==> config.mk <==
export PLATFORM = sky130hd
export DESIGN_NAME = csb_core_regs
export DESIGN_NICKNAME = d
export VERILOG_FILES = /design/src/rtl/csb_pkg.sv /design/src/rtl/csb_core_regs.sv
export VERILOG_INCLUDE_DIRS = /design/src /design/src/rtl
export SDC_FILE = /design/constraint.sdc
export NUM_CORES = 1
export LEC_CHECK = 0
export BUFFER_PORTS_ARGS = -buffer_cell sky130_fd_sc_hd__buf_2
export CAP_MARGIN = 15
export CELL_PAD_IN_SITES_DETAIL_PLACEMENT = 1
export CELL_PAD_IN_SITES_GLOBAL_PLACEMENT = 1
export CORE_MARGIN = 5
export CORE_UTILIZATION = 35
export DETAILED_ROUTE_END_ITERATION = 7
export GPL_ROUTABILITY_DRIVEN = 0
export PLACE_DENSITY_LB_ADDON = 0.12
export SLEW_MARGIN = 20
export SYNTH_ARGS = -nofsm -noshare
export SYNTH_HDL_FRONTEND = slang
export SYNTH_SLANG_ARGS = --single-unit
==> constraint.sdc <==
create_clock -name clk -period 2 [get_ports clk]
set_clock_uncertainty 0.05 [all_clocks]
set_input_delay 0.2 -clock clk [delete_from_list [all_inputs] [get_ports clk]]
set_output_delay 0.2 -clock clk [all_outputs]
set_load 0.02 [all_outputs]
==> src/rtl/csb_defines.svh <==
// Special function register constants for the core status bank.
// Assumes inclusion by the register file module, checker and bench, not by csb_pkg.sv.
`ifndef CSB_DEFINES_SVH
`define CSB_DEFINES_SVH

// ----------------------------------------
// Register addresses (special function area)
// ----------------------------------------
`define CSB_ADDR_BANK 8'h04
`define CSB_ADDR_ACCUM 8'h05
`define CSB_ADDR_PCLOW 8'h06
`define CSB_ADDR_TPLOW 8'h07
`define CSB_ADDR_THLATCH 8'h08
`define CSB_ADDR_FLAGS 8'h0A
`define CSB_ADDR_TPHIGH 8'h0C

// ----------------------------------------
// Flag bit positions
// ----------------------------------------
`define CSB_BIT_CARRY 0
`define CSB_BIT_HALF 1
`define CSB_BIT_ZERO 2
`define CSB_BIT_WRAP 3
`define CSB_BIT_PDOWN 4
`define CSB_BIT_WDTO 5

// ----------------------------------------
// Reset values
// ----------------------------------------
`define CSB_RST_BANK 8'h00
`define CSB_RST_SYSFLAGS 2'b00
`define CSB_RST_ARITH 4'h0
`define CSB_PC_WIDTH 13
`define CSB_DUMMY_CYCLES 1

`endif

==> src/rtl/csb_pkg.sv <==
// Types shared by the core status bank register file.
// Assumes csb_defines.svh on the include path.
package csb_pkg;

    // ----------------------------------------
    // ALU operation classes
    // ----------------------------------------
    typedef enum logic [2:0] {
        CSB_OP_NONE = 3'b000,
        CSB_OP_ADD = 3'b001,
        CSB_OP_SUB = 3'b010,
        CSB_OP_LOGIC = 3'b011,
        CSB_OP_ROT = 3'b100,
        CSB_OP_MOVE = 3'b101
    } csb_op_t;

    // ----------------------------------------
    // Sequencer state
    // ----------------------------------------
    typedef enum logic [0:0] {
        CSB_ST_RUN = 1'b0,
        CSB_ST_DUMMY = 1'b1
    } csb_state_t;

endpackage : csb_pkg

==> src/rtl/csb_core_regs.sv <==
// Core special function registers: bank select, accumulator, program
// counter low byte, table pointers and latch, status flags.
// Assumes the instruction decoder drives the strobes on clk, one per cycle.
//
// Overview of operation
// - Bank register: only bit zero, reset zero
// - Direct addressing bank zero; pointer one follows
// - ALU results land in accumulator when alu_to_accum, and always in alu_result
// - Low byte write jumps within page
// - Low byte write inserts one dummy cycle
// - Table pointers address program memory table
// - Table read latches high program byte
// - Status write keeps system flags intact
// - Timeout flag: set timeout, clear refresh/sleep
// - Powerdown flag: set sleep, clear refresh
// - Overflow: carry-in differs from carry-out
// - Zero flag reflects zero result
// - Half carry from low nibble
// - Carry: add carry, no borrow, rotates
// - Status not pushed on calls/interrupts
// - Bits 7:6 zero, system flags read-only
`timescale 1ns/10ps
`include "csb_defines.svh"

module csb_core_regs #(
    parameter int PC_WIDTH = `CSB_PC_WIDTH
) (
    // Clock and reset
    input wire logic clk,
    input wire logic srst,
    input wire logic clk_en,
    // Special function register access
    input wire logic [7:0] sfr_addr,
    input wire logic sfr_wr,
    input wire logic [7:0] sfr_wdata,
    output logic [7:0] sfr_rdata,
    // Data memory address generation
    input wire logic mem_indirect_one,
    input wire logic [7:0] indirect_pointer_one,
    output logic mem_bank,
    // ALU operation
    input wire logic alu_go,
    input wire csb_pkg::csb_op_t alu_op,
    input wire logic [7:0] alu_a,
    input wire logic [7:0] alu_b,
    input wire logic rot_left,
    input wire logic alu_to_accum,
    output logic [7:0] alu_result_holder,
    output logic [7:0] alu_result,
    // Program counter
    input wire logic pc_step,
    input wire logic [PC_WIDTH-1:0] pc_load_value,
    input wire logic pc_load,
    output logic [PC_WIDTH-1:0] pc_value,
    output logic dummy_cycle,
    // Table read
    input wire logic table_read_done,
    input wire logic [15:0] table_word,
    output logic [15:0] table_addr,
    output logic [7:0] table_low_byte,
    // System events
    input wire logic watchdog_timeout,
    input wire logic watchdog_refresh_instr,
    input wire logic sleep_instr,
    // Flag view
    output logic [7:0] core_flags
);
    import csb_pkg::*;

    logic bank_select_bit;
    logic [7:0] accum_reg;
    logic [PC_WIDTH-1:0] pc_reg;
    logic [7:0] table_ptr_low;
    logic [7:0] table_ptr_high;
    logic [7:0] table_high_latch;
    logic watchdog_timeout_flag;
    logic powerdown_flag;
    logic signed_wrap_flag;
    logic zero_flag;
    logic half_carry_flag;
    logic carry_flag;
    csb_state_t state_reg;
    logic [7:0] res_next;
    logic c_next;
    logic h_next;
    logic v_next;
    logic [8:0] sum9;
    logic [4:0] sum5;
    logic [7:0] sum8;
    logic [7:0] rdata_next;
    logic wr_pc_low;
    logic flags_wr;

    // ----------------------------------------
    // ALU evaluation
    // ----------------------------------------
    always_comb
    begin
        sum9 = 9'h000;
        sum5 = 5'h00;
        sum8 = 8'h00;
        res_next = alu_a;
        c_next = carry_flag;
        h_next = half_carry_flag;
        v_next = signed_wrap_flag;
        case (alu_op)
            CSB_OP_ADD:
            begin
                sum9 = {1'b0, alu_a} + {1'b0, alu_b};
                sum5 = {1'b0, alu_a[3:0]} + {1'b0, alu_b[3:0]};
                sum8 = {1'b0, alu_a[6:0]} + {1'b0, alu_b[6:0]};
                res_next = sum9[7:0];
                c_next = sum9[8];
                h_next = sum5[4];
                v_next = sum8[7] ^ sum9[8];
            end
            CSB_OP_SUB:
            begin
                // Subtract as a + ~b + 1: carry out means no borrow
                sum9 = {1'b0, alu_a} + {1'b0, ~alu_b} + 9'h001;
                sum5 = {1'b0, alu_a[3:0]} + {1'b0, ~alu_b[3:0]} + 5'h01;
                sum8 = {1'b0, alu_a[6:0]} + {1'b0, ~alu_b[6:0]} + 8'h01;
                res_next = sum9[7:0];
                c_next = sum9[8];
                h_next = sum5[4];
                v_next = sum8[7] ^ sum9[8];
            end
            CSB_OP_LOGIC:
            begin
                res_next = alu_a & alu_b;
            end
            CSB_OP_ROT:
            begin
                if (rot_left)
                begin
                    res_next = {alu_a[6:0], carry_flag};
                    c_next = alu_a[7];
                end
                else
                begin
                    res_next = {carry_flag, alu_a[7:1]};
                    c_next = alu_a[0];
                end
            end
            default:
            begin
                res_next = alu_a;
            end
        endcase
    end

    assign wr_pc_low = sfr_wr && (sfr_addr == `CSB_ADDR_PCLOW);
    assign flags_wr = sfr_wr && (sfr_addr == `CSB_ADDR_FLAGS);

    // ----------------------------------------
    // Bank select
    // ----------------------------------------
    always_ff @(posedge clk)
    begin
        if (srst)
            bank_select_bit <= 1'(`CSB_RST_BANK);
        else if (clk_en && sfr_wr && sfr_addr == `CSB_ADDR_BANK)
            bank_select_bit <= sfr_wdata[0];
    end

    // Direct accesses never see bank one
    always_ff @(posedge clk)
    begin
        if (srst)
            mem_bank <= 1'b0;
        else if (clk_en)
            mem_bank <= mem_indirect_one & bank_select_bit;
    end

    // ----------------------------------------
    // Accumulator
    // ----------------------------------------
    // Only ALU results or accumulator writes reach it; no reg-to-reg path
    always_ff @(posedge clk)
    begin
        if (srst)
            accum_reg <= 8'h00;
        else if (clk_en)
        begin
            if (alu_go && alu_to_accum)
                accum_reg <= res_next;
            else if (sfr_wr && sfr_addr == `CSB_ADDR_ACCUM)
                accum_reg <= sfr_wdata;
        end
    end

    always_ff @(posedge clk)
    begin
        if (srst)
            alu_result <= 8'h00;
        else if (clk_en && alu_go)
            alu_result <= res_next;
    end

    // ----------------------------------------
    // Program counter and dummy cycle
    // ----------------------------------------
    always_ff @(posedge clk)
    begin
        if (srst)
            pc_reg <= '0;
        else if (clk_en)
        begin
            if (wr_pc_low)
                pc_reg <= {pc_reg[PC_WIDTH-1:8], sfr_wdata};
            else if (pc_load)
                pc_reg <= pc_load_value;
            else if (pc_step && state_reg == CSB_ST_RUN)
                pc_reg <= pc_reg + PC_WIDTH'(1);
        end
    end

    // Fetch stalls one cycle after a low byte write
    always_ff @(posedge clk)
    begin
        if (srst)
            state_reg <= CSB_ST_RUN;
        else if (clk_en)
        begin
            case (state_reg)
                CSB_ST_RUN:
                    if (wr_pc_low)
                        state_reg <= CSB_ST_DUMMY;
                CSB_ST_DUMMY:
                    if (!wr_pc_low)
                        state_reg <= CSB_ST_RUN;
                default:
                    state_reg <= CSB_ST_RUN;
            endcase
        end
    end

    // ----------------------------------------
    // Table pointers and latch
    // ----------------------------------------
    always_ff @(posedge clk)
    begin
        if (srst)
        begin
            table_ptr_low <= 8'h00;
            table_ptr_high <= 8'h00;
        end
        else if (clk_en && sfr_wr)
        begin
            if (sfr_addr == `CSB_ADDR_TPLOW)
                table_ptr_low <= sfr_wdata;
            if (sfr_addr == `CSB_ADDR_TPHIGH)
                table_ptr_high <= sfr_wdata;
        end
    end

    always_ff @(posedge clk)
    begin
        if (srst)
        begin
            table_high_latch <= 8'h00;
            table_low_byte <= 8'h00;
        end
        else if (clk_en && table_read_done)
        begin
            table_high_latch <= table_word[15:8];
            table_low_byte <= table_word[7:0];
        end
    end

    // ----------------------------------------
    // Status flags
    // ----------------------------------------
    // Data writes cannot reach the system flags
    always_ff @(posedge clk)
    begin
        if (srst)
            watchdog_timeout_flag <= 1'(`CSB_RST_SYSFLAGS >> 1);
        else if (clk_en)
        begin
            // Timeout wins over a same-cycle clear
            if (watchdog_timeout)
                watchdog_timeout_flag <= 1'b1;
            else if (watchdog_refresh_instr || sleep_instr)
                watchdog_timeout_flag <= 1'b0;
        end
    end

    always_ff @(posedge clk)
    begin
        if (srst)
            powerdown_flag <= 1'(`CSB_RST_SYSFLAGS);
        else if (clk_en)
        begin
            if (sleep_instr)
                powerdown_flag <= 1'b1;
            else if (watchdog_refresh_instr)
                powerdown_flag <= 1'b0;
        end
    end

    // Arithmetic flags undefined at power-on; zero chosen for determinism.
    // No push on call or interrupt: software saves this byte itself.
    always_ff @(posedge clk)
    begin
        if (srst)
            {signed_wrap_flag, zero_flag, half_carry_flag, carry_flag} <= `CSB_RST_ARITH;
        else if (clk_en)
        begin
            if (flags_wr)
                {signed_wrap_flag, zero_flag, half_carry_flag, carry_flag} <=
                    sfr_wdata[3:0];
            else if (alu_go && alu_op != CSB_OP_NONE && alu_op != CSB_OP_MOVE)
            begin
                zero_flag <= (res_next == 8'h00);
                carry_flag <= c_next;
                half_carry_flag <= h_next;
                signed_wrap_flag <= v_next;
            end
        end
    end

    // ----------------------------------------
    // Read data and registered outputs
    // ----------------------------------------
    always_comb
    begin
        case (sfr_addr)
            `CSB_ADDR_BANK: rdata_next = {7'h00, bank_select_bit};
            `CSB_ADDR_ACCUM: rdata_next = accum_reg;
            `CSB_ADDR_PCLOW: rdata_next = pc_reg[7:0];
            `CSB_ADDR_TPLOW: rdata_next = table_ptr_low;
            `CSB_ADDR_THLATCH: rdata_next = table_high_latch;
            `CSB_ADDR_TPHIGH: rdata_next = table_ptr_high;
            `CSB_ADDR_FLAGS: rdata_next = {2'b00, watchdog_timeout_flag, powerdown_flag,
                signed_wrap_flag, zero_flag, half_carry_flag, carry_flag};
            default: rdata_next = 8'h00;
        endcase
    end

    always_ff @(posedge clk)
    begin
        if (srst)
        begin
            sfr_rdata <= 8'h00;
            alu_result_holder <= 8'h00;
            pc_value <= '0;
            dummy_cycle <= 1'b0;
            table_addr <= 16'h0000;
            core_flags <= 8'h00;
        end
        else if (clk_en)
        begin
            sfr_rdata <= rdata_next;
            alu_result_holder <= accum_reg;
            pc_value <= pc_reg;
            dummy_cycle <= wr_pc_low;
            table_addr <= {table_ptr_high, table_ptr_low};
            core_flags <= {2'b00, watchdog_timeout_flag, powerdown_flag,
                signed_wrap_flag, zero_flag, half_carry_flag, carry_flag};
        end
    end

endmodule : csb_core_regs

## Word-level counts from Yosys, hierarchy flattened

Index checks and enable logic that the tools add are counted.

- $mul: 0
- Mux-type cells: 25
- Bitwise gates (word level): 9
- Shifts and indexed selects: 0
- Div/mod/pow operators: 0
- $lt $le $gt $ge: 0
- Equal/unequal tests: 12
- Add/sub/neg operators: 10
- Reduce and logical (&&, ||, !) cells: 32

Operators by type and width:

| cell | number |
|---|---|
| case mux 8 bit (7 select lines) | 1 |
| == test 8 x 3 -> 1 bit, second input constant | 4 |
| 2-to-1 mux 8 bit | 4 |
| case mux 8 bit (4 select lines) | 1 |
| 2-to-1 mux 13 bit | 2 |
| == test 8 x 4 -> 1 bit, second input constant | 3 |
| adder 8 x 8 -> 9 bit | 2 |
| adder 7 x 7 -> 8 bit | 2 |
| 2-to-1 mux 1 bit | 14 |
| AND reduction 2 bit | 7 |
| adder 13 x 1 -> 13 bit, second input constant | 1 |
| logical AND 1 bit | 11 |
| adder 4 x 4 -> 5 bit | 2 |
| nonzero test 2 bit | 5 |
| adder 9 x 1 -> 9 bit, second input constant | 1 |
| AND reduction 3 bit | 3 |
| nonzero test 3 bit | 3 |
| adder 8 x 1 -> 8 bit, second input constant | 1 |
| bitwise AND 8 bit | 1 |
| logical NOT 8 bit | 1 |
| inverter 8 bit | 1 |
| inverter 7 bit | 1 |
| == test 3 x 2 -> 1 bit, second input constant | 2 |
| adder 5 x 1 -> 5 bit, second input constant | 1 |
| other kinds (11) | 14 |

- Memory bits (read-only): 0
- Register bits after elaboration: 122
- Bits in latches: 0
- Memory bits (writable): 0
- Memories: 0
- Bits of input ports: 86

## Longest topological paths before layout

Gate-level depths: netlist of the first run.

- Depth in word-level cells: 7
- Gate-level depth with buffers: 11

## Worst setup path after synthesis of the first run

OpenSTA, ideal clock, no wires.

- Path type: input to register
- From: input alu_a[0]
- To: register zero_flag
- Cell stages on the path: 11
- Data required time: 1858 ps
- Library setup time: 92 ps
- Path buffers: 0
- Setup slack: -184 ps
- Arrival: 2042 ps
- Cell sequence: inv_1 ha_1 inv_1 fa_1 xor2_1 mux2i_1 o21ai_0 a221oi_1 and4b_1 nand4_1 o32ai_1

- Word-level cells in the longest chain between the ends: 6
- Elaborated cells between the ends (all ways): 9
- Those cells by class: add/sub: 3; mux: 4; bitwise: 1; reduce/logical: 1

Ends and longest elaborated chain:

| item | RTL line | RTL |
|---|---|---|
| from (decl) | csb_core_regs.sv:44 | `input wire logic [7:0] alu_a,` |
| adder 8 x 8 -> 9 bit | csb_core_regs.sv:120 | `sum9 = {1'b0, alu_a} + {1'b0, ~alu_b} + 9'h001;` |
| adder 9 x 1 -> 9 bit | csb_core_regs.sv:120 |  |
| case mux 8 bit (4 select lines) (*) | csb_core_regs.sv:106 | `case (alu_op)` |
| logical NOT 8 bit (*) | csb_core_regs.sv:315 | `zero_flag <= (res_next == 8'h00);` |
| 2-to-1 mux 1 bit (*) | csb_core_regs.sv:313 | `else if (alu_go && alu_op != CSB_OP_NONE && alu_op != CSB_OP_MOVE)` |
| 2-to-1 mux 1 bit (*) | csb_core_regs.sv:310 | `if (flags_wr)` |
| to (signal assigned) | csb_core_regs.sv:307 | `` {signed_wrap_flag, zero_flag, half_carry_flag, carry_flag} <= `CSB_RST_ARITH; `` |
| to (signal assigned) | csb_core_regs.sv:311 | `{signed_wrap_flag, zero_flag, half_carry_flag, carry_flag} <=` |
| to (signal assigned) | csb_core_regs.sv:315 |  |
| to (decl) | csb_core_regs.sv:79 | `logic zero_flag;` |

Mark *: on every way between the ends. The rest lies on a longest branch, timed or not. The select of a mux whose other input is x is not followed.
A chain may end at the register's enable or synchronous reset.

## Worst setup path after layout of the first run

- From: input alu_a[1]
- To: register alu_result[7]

- Word-level cells in the longest chain between the ends: 3
- Elaborated cells between the ends (all ways): 4
- Those cells by class: add/sub: 3; mux: 1

Ends and longest elaborated chain:

| item | RTL line | RTL |
|---|---|---|
| adder 8 x 8 -> 9 bit | csb_core_regs.sv:120 |  |
| adder 9 x 1 -> 9 bit | csb_core_regs.sv:120 |  |
| case mux 8 bit (4 select lines) (*) | csb_core_regs.sv:106 |  |
| to (signal assigned) | csb_core_regs.sv:197 | `alu_result <= res_next;` |
| to (decl) | csb_core_regs.sv:49 | `output logic [7:0] alu_result,` |

Mark *: on every way between the ends. The rest lies on a longest branch, timed or not.

==> metrics.md, run 1 <==
| Metric | Value |
|---|---|
| Max-capacitance violation count | `0` |
| CTS sink cnt | `121` |
| Fraction of layout cells with a size suffix above 1 | `30.8%` |
| Core footprint | `18800 um2` |
| Port bufs | `between 100 and 150` |
| Row count | `50` |
| Critical path required time | `2.29 ns` |
| Fill count | `~2200` |
| Power per cell area | `a little under 800 nW/um2` |
| Overall Global Routing Usage | `21.8%` |
| Synth unique cells | `a little over 80` |
| Static Leakage | `0.00410 uW` |
| Clock Path Buffers | `2` |
| CTS tree | `done` |
| Setup violators final | `0` |
| VDD IR max | `a little under 0.0006 V` |
| Seq/Total Area, Yosys | `between 30% and 40%` |
| Synth warnings | `0` |
| IO Pins | `around 160` |
| RSZ-0062 raised after global routing | `yes` |
| Clk Latency, worst-skew pair | `0.42 ns` |
| Remaining Overflow, GRT | `0` |
| DP Worst Slack | `-0.432 ns` |
| Number of global-route vias before repair | `7275` |
| HP Class | `in -> reg` |
| Critical path endpoint category | `flop` |
| H-tree Lvls | `4` |
| Number of DRC markers in iteration 0 | `352` |
| Post-Synthesis Cells | `801` |
| Hpwl dp | `18400 um` |
| Die H | `149 um` |
| Fin. max-slew vios | `0` |
| Routed Antenna Nets | `0` |
| Final period utilization | `98.1%` |
| Netlist Area Pre-Place | `6760 um2` |
| Relative slew slack | `between 50% and 60%` |
| Register area | `2420 um2` |
| Routed wire length | `about 24000 um` |
| Clock Tree Root | `clkbuf_16` |
| Via count | `6673` |
| Fin nets | `1119` |
| Per-cell routed wire length | `between 15 and 20 um` |
| Vias per cell | `5.18` |
| Worst Path Arrival | `2.26 ns` |
| Clock buffer count from CTS | `17` |
| Fraction of registers with async set/reset | `0%` |
| Number of synthesized flops with an enable pin | `0` |
| Final hold slack | `0.0281 ns` |
| Initial Utilization | `35.9%` |
| First-pass DRT Iterations | `4` |
| Ys flop type | `dfxtp_1` |
| Seq cells post-synth | `121` |
| Crit path launch type | `input port` |
| Minimum clock period | `roughly 2 ns` |
| Worst Max-Slew Pin Slew | `0.703 ns` |
| Non-filler cells, final | `1288` |
| Mean Syn Cell Area | `8.44 um2` |
| Clock transition at path regs | `0.06 ns` |
| Multi-input gate area | `roughly 4000 um2` |
| Largest net degree at the start of global routing | `~120` |
| Final Hold Fails | `0` |
| Commonest non-fill, non-tap cells in the layout | `buf_2, dfxtp_1, nor2_1` |
| P&R area growth vs syn | `34.1%` |
| First-pass GRT wire length | `38700 um` |
| Die Span X | `149 um` |
| DRC violations left | `0` |
| Setup TNS | `0 ns` |
| Crit Path Max Fanout | `5` |
| Commonest non-fill, non-tap cell in the layout | `buf_2` |
| Die footprint | `22200 um2` |
| Critical path class | `in -> reg` |
| Max frequency | `0.510 GHz` |
| Status | `finished, final reports clean` |
| Max reg flops | `16` |
| Final Util | `between 40% and 50%` |
| Cells after DPL | `1236` |
| Setup slack after layout | `0.0383 ns` |
| Initial antenna violation count | `0` |
-- worst paths after layout --
path                                           to  cells after the start  slack, ns         startpoint
worst max-delay path                alu_result[7]                     10       0.04           alu_a[1]
worst min-delay path               powerdown_flag                      3       0.03        sleep_instr
worst max register to register          pc_reg[6]                      8       0.07          pc_reg[0]
worst min register to register  table_low_byte[7]                      2       0.41  table_low_byte[7]
-- synth_stat cells (13+ instances only) --
| master | instances | area (um2) |
|---|---|---|
| ha_1 | 17 | 213 |
| nor2_1 | 117 | 439 |
| a21oi_1 | 60 | 300 |
| a211oi_1 | 14 | 105 |
| clkbuf_1 | 30 | 113 |
| mux2i_1 | 73 | 731 |
| inv_1 | 17 | 63.8 |
| a22oi_1 | 13 | 97.6 |
| dfxtp_1 | 121 | 2420 |
| nand3_1 | 16 | 80.1 |
| nand2_1 | 98 | 368 |
| o21ai_0 | 26 | 130 |
-- kinds of logic (layout without fill, tap and decap cells) --
group                      Yosys count  after routing  share of synthesized area (%)
other                                1              3                         0.0555
and+or+nand+nor                    298            298                           20.1
DFF                                121            121                           35.8
muxes                               87             87                           13.4
buffers and inverters               73            298                           5.92
adders and majority gates           19             19                           3.74
xor gates and xnor gates            11             11                           1.43
AOI/OAI and AO/OA                  191            191                           19.6
-- metal layers --
metal	vias to the layer above	global-route usage (%)	part of all wire, %	routed length [um]
met5	-	0	0	0
met4	0	5.45	1.6	383
met3	31	5.17	5.0	1200
met2	152	38.9	50	12100
met1	3239	26.2	43	10500
li1	3251	-	-	-
-- final cells by class --
class,count,area share [%]
sequential,121,26.7
inverter,18,0.745
antenna,1,0.0276
clock buffer,19,4.89
multi-input combinational,608,44.4
timing repair buffer,248,17.7
tap,260,3.59
clock inverter,13,1.99
-- stage by stage --
| step | total power (uW) | cell area (um2) |
|---|---|---|
| after floorplan | 3260 | 6780 |
| after global placement | 3700 | 8180 |
| after detailed placement | 3740 | 8180 |
| after CTS | 7050 | 8980 |
| after global routing | 7310 | 9060 |
| final | 7010 | 9060 |
-- critical path, stage by stage --
cell	delay [ns]
buf_2	0.17
ha_4	0.29
and2b_1	0.16
o2111ai_2	0.14
and3_4	0.19
or4_1	0.49
a41oi_2	0.27
buf_4	0.17
nand2_1	0.05
a21oi_1	0.12
-- repair_timing --
action | 4_1_cts | 5_1_grt
setup endpoints to repair | 0 | 10
hold buffers | 18 | 0
endpoints found under the hold margin | 18 | 0
gates resized for setup | 0 | 18
setup buffers | 0 | 1
-- power breakdown --
group | internal, uW | switching [uW] | leakage [uW]
clock | 2030 | 1230 | 0.000306
combinational | 539 | 658 | 0.00281
sequential | 2480 | 66.4 | 0.000983
Power figures use the tool's default switching activity.
==> inputs of run 2 (changes only) <==
Settings changed: CORE_UTILIZATION 35 to 37, CTS_BUF_LIST set to sky130_fd_sc_hd__clkbuf_8.
==> run 2 against run 1 <==
  * Sequential share of layout area rose by 0.54 points
  * Critical path type is now reg -> reg
  * Total power fell by 9.8%
  * Combinational power barely moved
  * Highest routed layer unchanged
  * Largest power group unchanged
  * Worst setup slack improved by 0.039 ns
  * Clock-buffer cell count fell by 1
==> metrics.md, run 2 (synthesis results as in run 1) <==
| Metric | Value |
|---|---|
| Crit Path Max Fanout | `4` |
| Final Hold Fails | `0` |
| Fin. max-slew vios | `0` |
| Worst Max-Slew Pin Slew | `0.679 ns` |
| Initial antenna violation count | `0` |
| Fin nets | `1126` |
| Port bufs | `146` |
| Routed wire length | `24000 um` |
| Vias per cell | `5.39` |
| Static Leakage | `roughly 0.0041 uW` |
| Number of setup buffers added after CTS | `0` |
| VDD IR max | `0.000399 V` |
| Clock buffer count from CTS | `17` |
| Commonest non-fill, non-tap cell in the layout | `buf_2` |
| RSZ-0062 raised after global routing | `yes` |
| Overall Global Routing Usage | `22.3%` |
| Clock Path Buffers | `2` |
| Power per cell area | `712 nW/um2` |
| Row count | `49` |
| Commonest non-fill, non-tap cells in the layout | `buf_2, dfxtp_1, nor2_1` |
| Number of DRC markers in iteration 0 | `~350` |
| # diodes | `0` |
| H-tree Lvls | `4` |
| First-pass DRT Iterations | `5` |
| Critical path endpoint category | `flop` |
| Fraction of layout cells with a size suffix above 1 | `a little under a third` |
| DRC violations left | `0` |
| Die footprint | `21100 um2` |
| Critical path required time | `2.26 ns` |
| Hpwl dp | `18000 um` |
| First-pass GRT wire length | `38800 um` |
| HP Class | `in -> reg` |
| P&R area growth vs syn | `31.5%` |
| Critical-path top delay cell | `dfxtp_1` |
| Max-capacitance violation count | `0` |
| Max frequency | `0.520 GHz` |
| Setup slack after layout | `between 0.07 and 0.08 ns` |
| Via count | `~6800` |
| Initial Utilization | `37.6%` |
| Clk Latency, worst-skew pair | `0.45 ns` |
| Power consumption | `6320 uW` |
| Core footprint | `roughly 18000 um2` |
| DP Worst Slack | `-0.404 ns` |
| IO Pins | `157` |
| Crit path launch type | `flop` |
| Minimum clock period | `just under 2 ns` |
| CP dominant cell by count | `and3_1` |
| Clock Tree Root | `clkbuf_8` |
| Relative slew slack | `a little over half` |
| Critical path class | `reg -> reg` |
| Remaining Overflow, GRT | `0` |
| CTS sink cnt | `121` |
| Status | `finished, final reports clean` |
| Clock transition at path regs | `0.09 ns` |
| Crit-path cells | `ha_1 > and3_1 > and3_4 > nor2b_2 > and3_1 > a22o_1 > a22oi_1 > nor2_1` |
| Setup violators final | `0` |
| Die H | `between 100 and 150 um` |
| Delay of the slowest critical-path stage | `0.33 ns` |
| Routed Antenna Nets | `0` |
| Largest net degree at the start of global routing | `approximately 120` |
| CTS tree | `done` |
| Max reg flops | `16` |
| Worst Path Arrival | `2.19 ns` |
| Die Span X | `between 100 and 150 um` |
| Per-cell routed wire length | `19.0 um` |
| Number of global-route vias before repair | `7348` |
| Final period utilization | `between 90% and 100%` |
-- run 2: changes by cell type in the layout (fill, tap and decap cells not counted), moves of 2 or more --
cell	change
clkbuf_16	-17
clkbuf_8	+17
buf_4	+6
inv_6	-3
bufinv_16	+2
clkinvlp_4	+2
dlygate4sd3_1	+2
-- run 2: stage by stage --
stage          instance area [um2]  TNS (ns)  util (%)  instances  hold WS (ns)
4_1_cts                       8840         0      49.2       1263      0.000958
3_3_place_gp                  8170     -4.01      45.5       1211         0.391
3_5_place_dp                  8170     -5.87      45.5       1211         0.401
5_1_grt                       8880   -0.0352      49.5       1263        0.0103
6_report                      8880         0      49.5       1263        0.0387
2_1_floorplan                 6780   -0.0690         -        802         0.286
-- run 2: layer usage --
layer	wire length, um	track usage (%)	up-vias
li1	-	-	3267
met1	9930	26.3	3323
met2	12400	39.8	181
met3	1140	5.08	39
met4	522	7.32	0
met5	0	0	-
-- run 2: area by class of cell --
cell class	instances	area, um2
fillers	2191	9080
well taps	229	287
clock buffers	18	248
multi-input cells	608	3990
repair buffers	255	1650
clock inverters	14	218
flip-flops and latches	121	2420
inverters	18	70.1
-- run 2: final timing paths --
kind                     startpoint                 to  slack (ns)  cells past startpoint
hold / removal         sfr_wdata[2]   table_ptr_low[2]        0.04                      3
setup reg to reg          pc_reg[0]         pc_reg[12]        0.08                      8
setup / recovery          pc_reg[0]         pc_reg[12]        0.08                      8
hold reg to reg   table_low_byte[5]  table_low_byte[5]        0.41                      2
-- run 2: power by group --
part / internal (uW) / switching [uW]
combinational: 531 / 658
sequential: 2480 / 63.1
clock: 1530 / 1070
-- run 2: what timing repair did --
item	CTS	global route
hold buffers	20	0
hold endpoints to repair	20	0
setup endpoints to repair	0	7
resized for setup	0	16
-- run 2: worst max-delay path, delay by kind of cell (launching register included) --
kind	cells	cell delay, ns
flip-flops	1	0.33
AND/OR/NAND/NOR	5	0.85
AO/OA/AOI/OAI	2	0.36
adder cells (fa/ha/maj)	1	0.22
==> inputs of run 3 (changes only) <==
Settings changed: CAP_MARGIN 15 to 20, CORE_MARGIN 5 to not set.
==> run 3 against run 2 <==
  * Clock-buffer cell count rose by 1
  * Total power fell by 6.8%
  * Hold slack got worse by 0.0015 ns
  * Via count fell by 1.6%
  * Worst setup slack got worse by 0.052 ns
  * Largest cell class unchanged
==> metrics.md, run 3 (synthesis results as in run 1) <==
| Metric | Value |
|---|---|
| DRC violations left | `0` |
| Status | `finished, final reports clean` |
| Relative slew slack | `55.1%` |
| Largest net degree at the start of global routing | `between 60 and 70` |
| First-pass DRT Iterations | `4` |
| Power consumption | `5890 uW` |
| Clock Path Buffers | `2` |
| Commonest non-fill, non-tap cell in the layout | `buf_2` |
| Power per cell area | `approximately 670 nW/um2` |
| Die Span X | `approximately 140 um` |
| Core footprint | `17900 um2` |
| HP Class | `in -> reg` |
| Final period utilization | `98.7%` |
| CTS tree | `done` |
| Minimum clock period | `~2.0 ns` |
| Vias per cell | `5.28` |
| Per-cell routed wire length | `approximately 18 um` |
| Overall Global Routing Usage | `25.1%` |
| Clock buffer count from CTS | `17` |
| Routed Antenna Nets | `0` |
| Row count | `49` |
| Number of DRC markers in iteration 0 | `263` |
| P&R area growth vs syn | `31.0%` |
| Setup violators final | `0` |
| Clock transition at path regs | `roughly 0.080 ns` |
| Worst Path Arrival | `roughly 2.3 ns` |
| Crit-path cells | `buf_2 > ha_4 > buf_4 > and2b_1 > o2111ai_1 > and3_1 > or4_1 > a41oi_4 > nand2_1 > a211oi_1` |
| # diodes | `0` |
| RSZ-0062 raised after global routing | `yes` |
| R2R Setup Slk | `0.11 ns` |
| Fill count | `2194` |
| Fin nets | `between 1000 and 1500` |
| Initial Utilization | `37.7%` |
| Crit path buffers/inverters | `2` |
| Critical path class | `in -> reg` |
| Critical-path top delay cell | `or4_1` |
| Fin. max-slew vios | `0` |
| Critical path endpoint category | `flop` |
| Clock Tree Root | `clkbuf_8` |
| Final Hold Fails | `0` |
| IO Pins | `157` |
| Via count | `~6700` |
| Delay of the slowest critical-path stage | `0.53 ns` |
| Die H | `137 um` |
| Routed wire length | `23000 um` |
| Port bufs | `146` |
| Crit path max-delay family | `simple AND/OR/NAND/NOR gates` |
| Max reg flops | `16` |
| Initial antenna violation count | `0` |
| Crit Path Max Fanout | `3` |
| H-tree Lvls | `4` |
| CTS sink cnt | `roughly 120` |
| Worst Max-Slew Pin Slew | `0.674 ns` |
| Commonest non-fill, non-tap cells in the layout | `buf_2, dfxtp_1, nor2_1` |
| Fraction of layout cells with a size suffix above 1 | `31.7%` |
| VDD IR max | `~0.00047 V` |
| First-pass GRT wire length | `~36000 um` |
| Crit path launch type | `input port` |
| Final hold slack | `0.0372 ns` |
| Hpwl dp | `17400 um` |
| Die footprint | `18800 um2` |
| Critical path required time | `2.31 ns` |
| Static Leakage | `0.00403 uW` |
| Max-capacitance violation count | `0` |
| Clk Latency, worst-skew pair | `roughly 0.44 ns` |
| Remaining Overflow, GRT | `0` |
| Number of global-route vias before repair | `7103` |
| Max frequency | `0.506 GHz` |
==> run 3: cell count changes in the layout (fill, tap and decap cells not counted), sizes merged <==
| cell | change |
|---|---|
| buf | +6 |
| clkinv | +4 |
| clkbuf | +1 |
| inv | -1 |
| bufinv | -4 |
==> run 3: worst paths after layout <==
kind | start | endpoint | depth (start not counted)
max | alu_b[0] | accum_reg[7] | 10
min | sfr_wdata[4] | table_ptr_low[4] | 3
max reg2reg | pc_reg[0] | pc_reg[12] | 8
min reg2reg | table_low_byte[5] | table_low_byte[5] | 2
==> run 3: area by class of cell <==
cell class,instances,area (um2),share of cell area (%)
Clock inverter,13,118,1.33
Tap cell,229,287,3.24
Multi-Input combinational cell,608,4040,45.6
Inverter,18,70.1,0.791
Sequential cell,121,2420,27.4
Clock buffer,19,262,2.95
Timing Repair Buffer,261,1660,18.7
==> run 3: power breakdown <==
| group | internal (uW) | leakage (uW) | switching, uW |
|---|---|---|---|
| clock network | 1050 | 0.000193 | 1090 |
| registers | 2480 | 0.000983 | 60.0 |
| logic | 544 | 0.00285 | 661 |
| total | 4080 | 0.00403 | 1810 |
==> run 3: layer usage <==
layer	up-vias	global-route usage [%]	wire, um
met5	-	0	0
met4	0	7.39	314
met3	23	4.74	840
met2	140	46.0	11900
met1	3255	29.2	9920
li1	3280	-	-
==> run 3: through the flow <==
stage               worst slack (ns)  TNS, ns  std cells  instance area, um2  utilization (%)
finish                        0.0252        0       1269                8850             49.5
global route                 -0.0437  -0.0591       1269                8850             49.5
CTS                           0.0305        0       1266                8730             48.8
detailed placement            -0.482    -7.54       1214                8160             45.6
global placement              -0.324    -4.52       1214                8160             45.6
floorplan                    -0.0339  -0.0690        802                6780                -
==> run 3: repair_timing <==
item / 4_1_cts / 5_1_grt
gates resized for setup: 0 / 23
pin swaps: 1 / 9
hold endpoints to repair: 20 / 0
hold buffers: 20 / 0
setup buffers: 0 / 3
endpoints found under the setup margin: 1 / 10
==> run 3: worst register-to-register path, cell delays in order (launching register included) <==
cell     delay [ns]
dfxtp_1        0.32
ha_1           0.22
and3_4         0.19
and3_4         0.19
nor2b_2        0.16
and3_1         0.20
a22o_1         0.18
a22oi_1        0.18
nor2_1         0.06
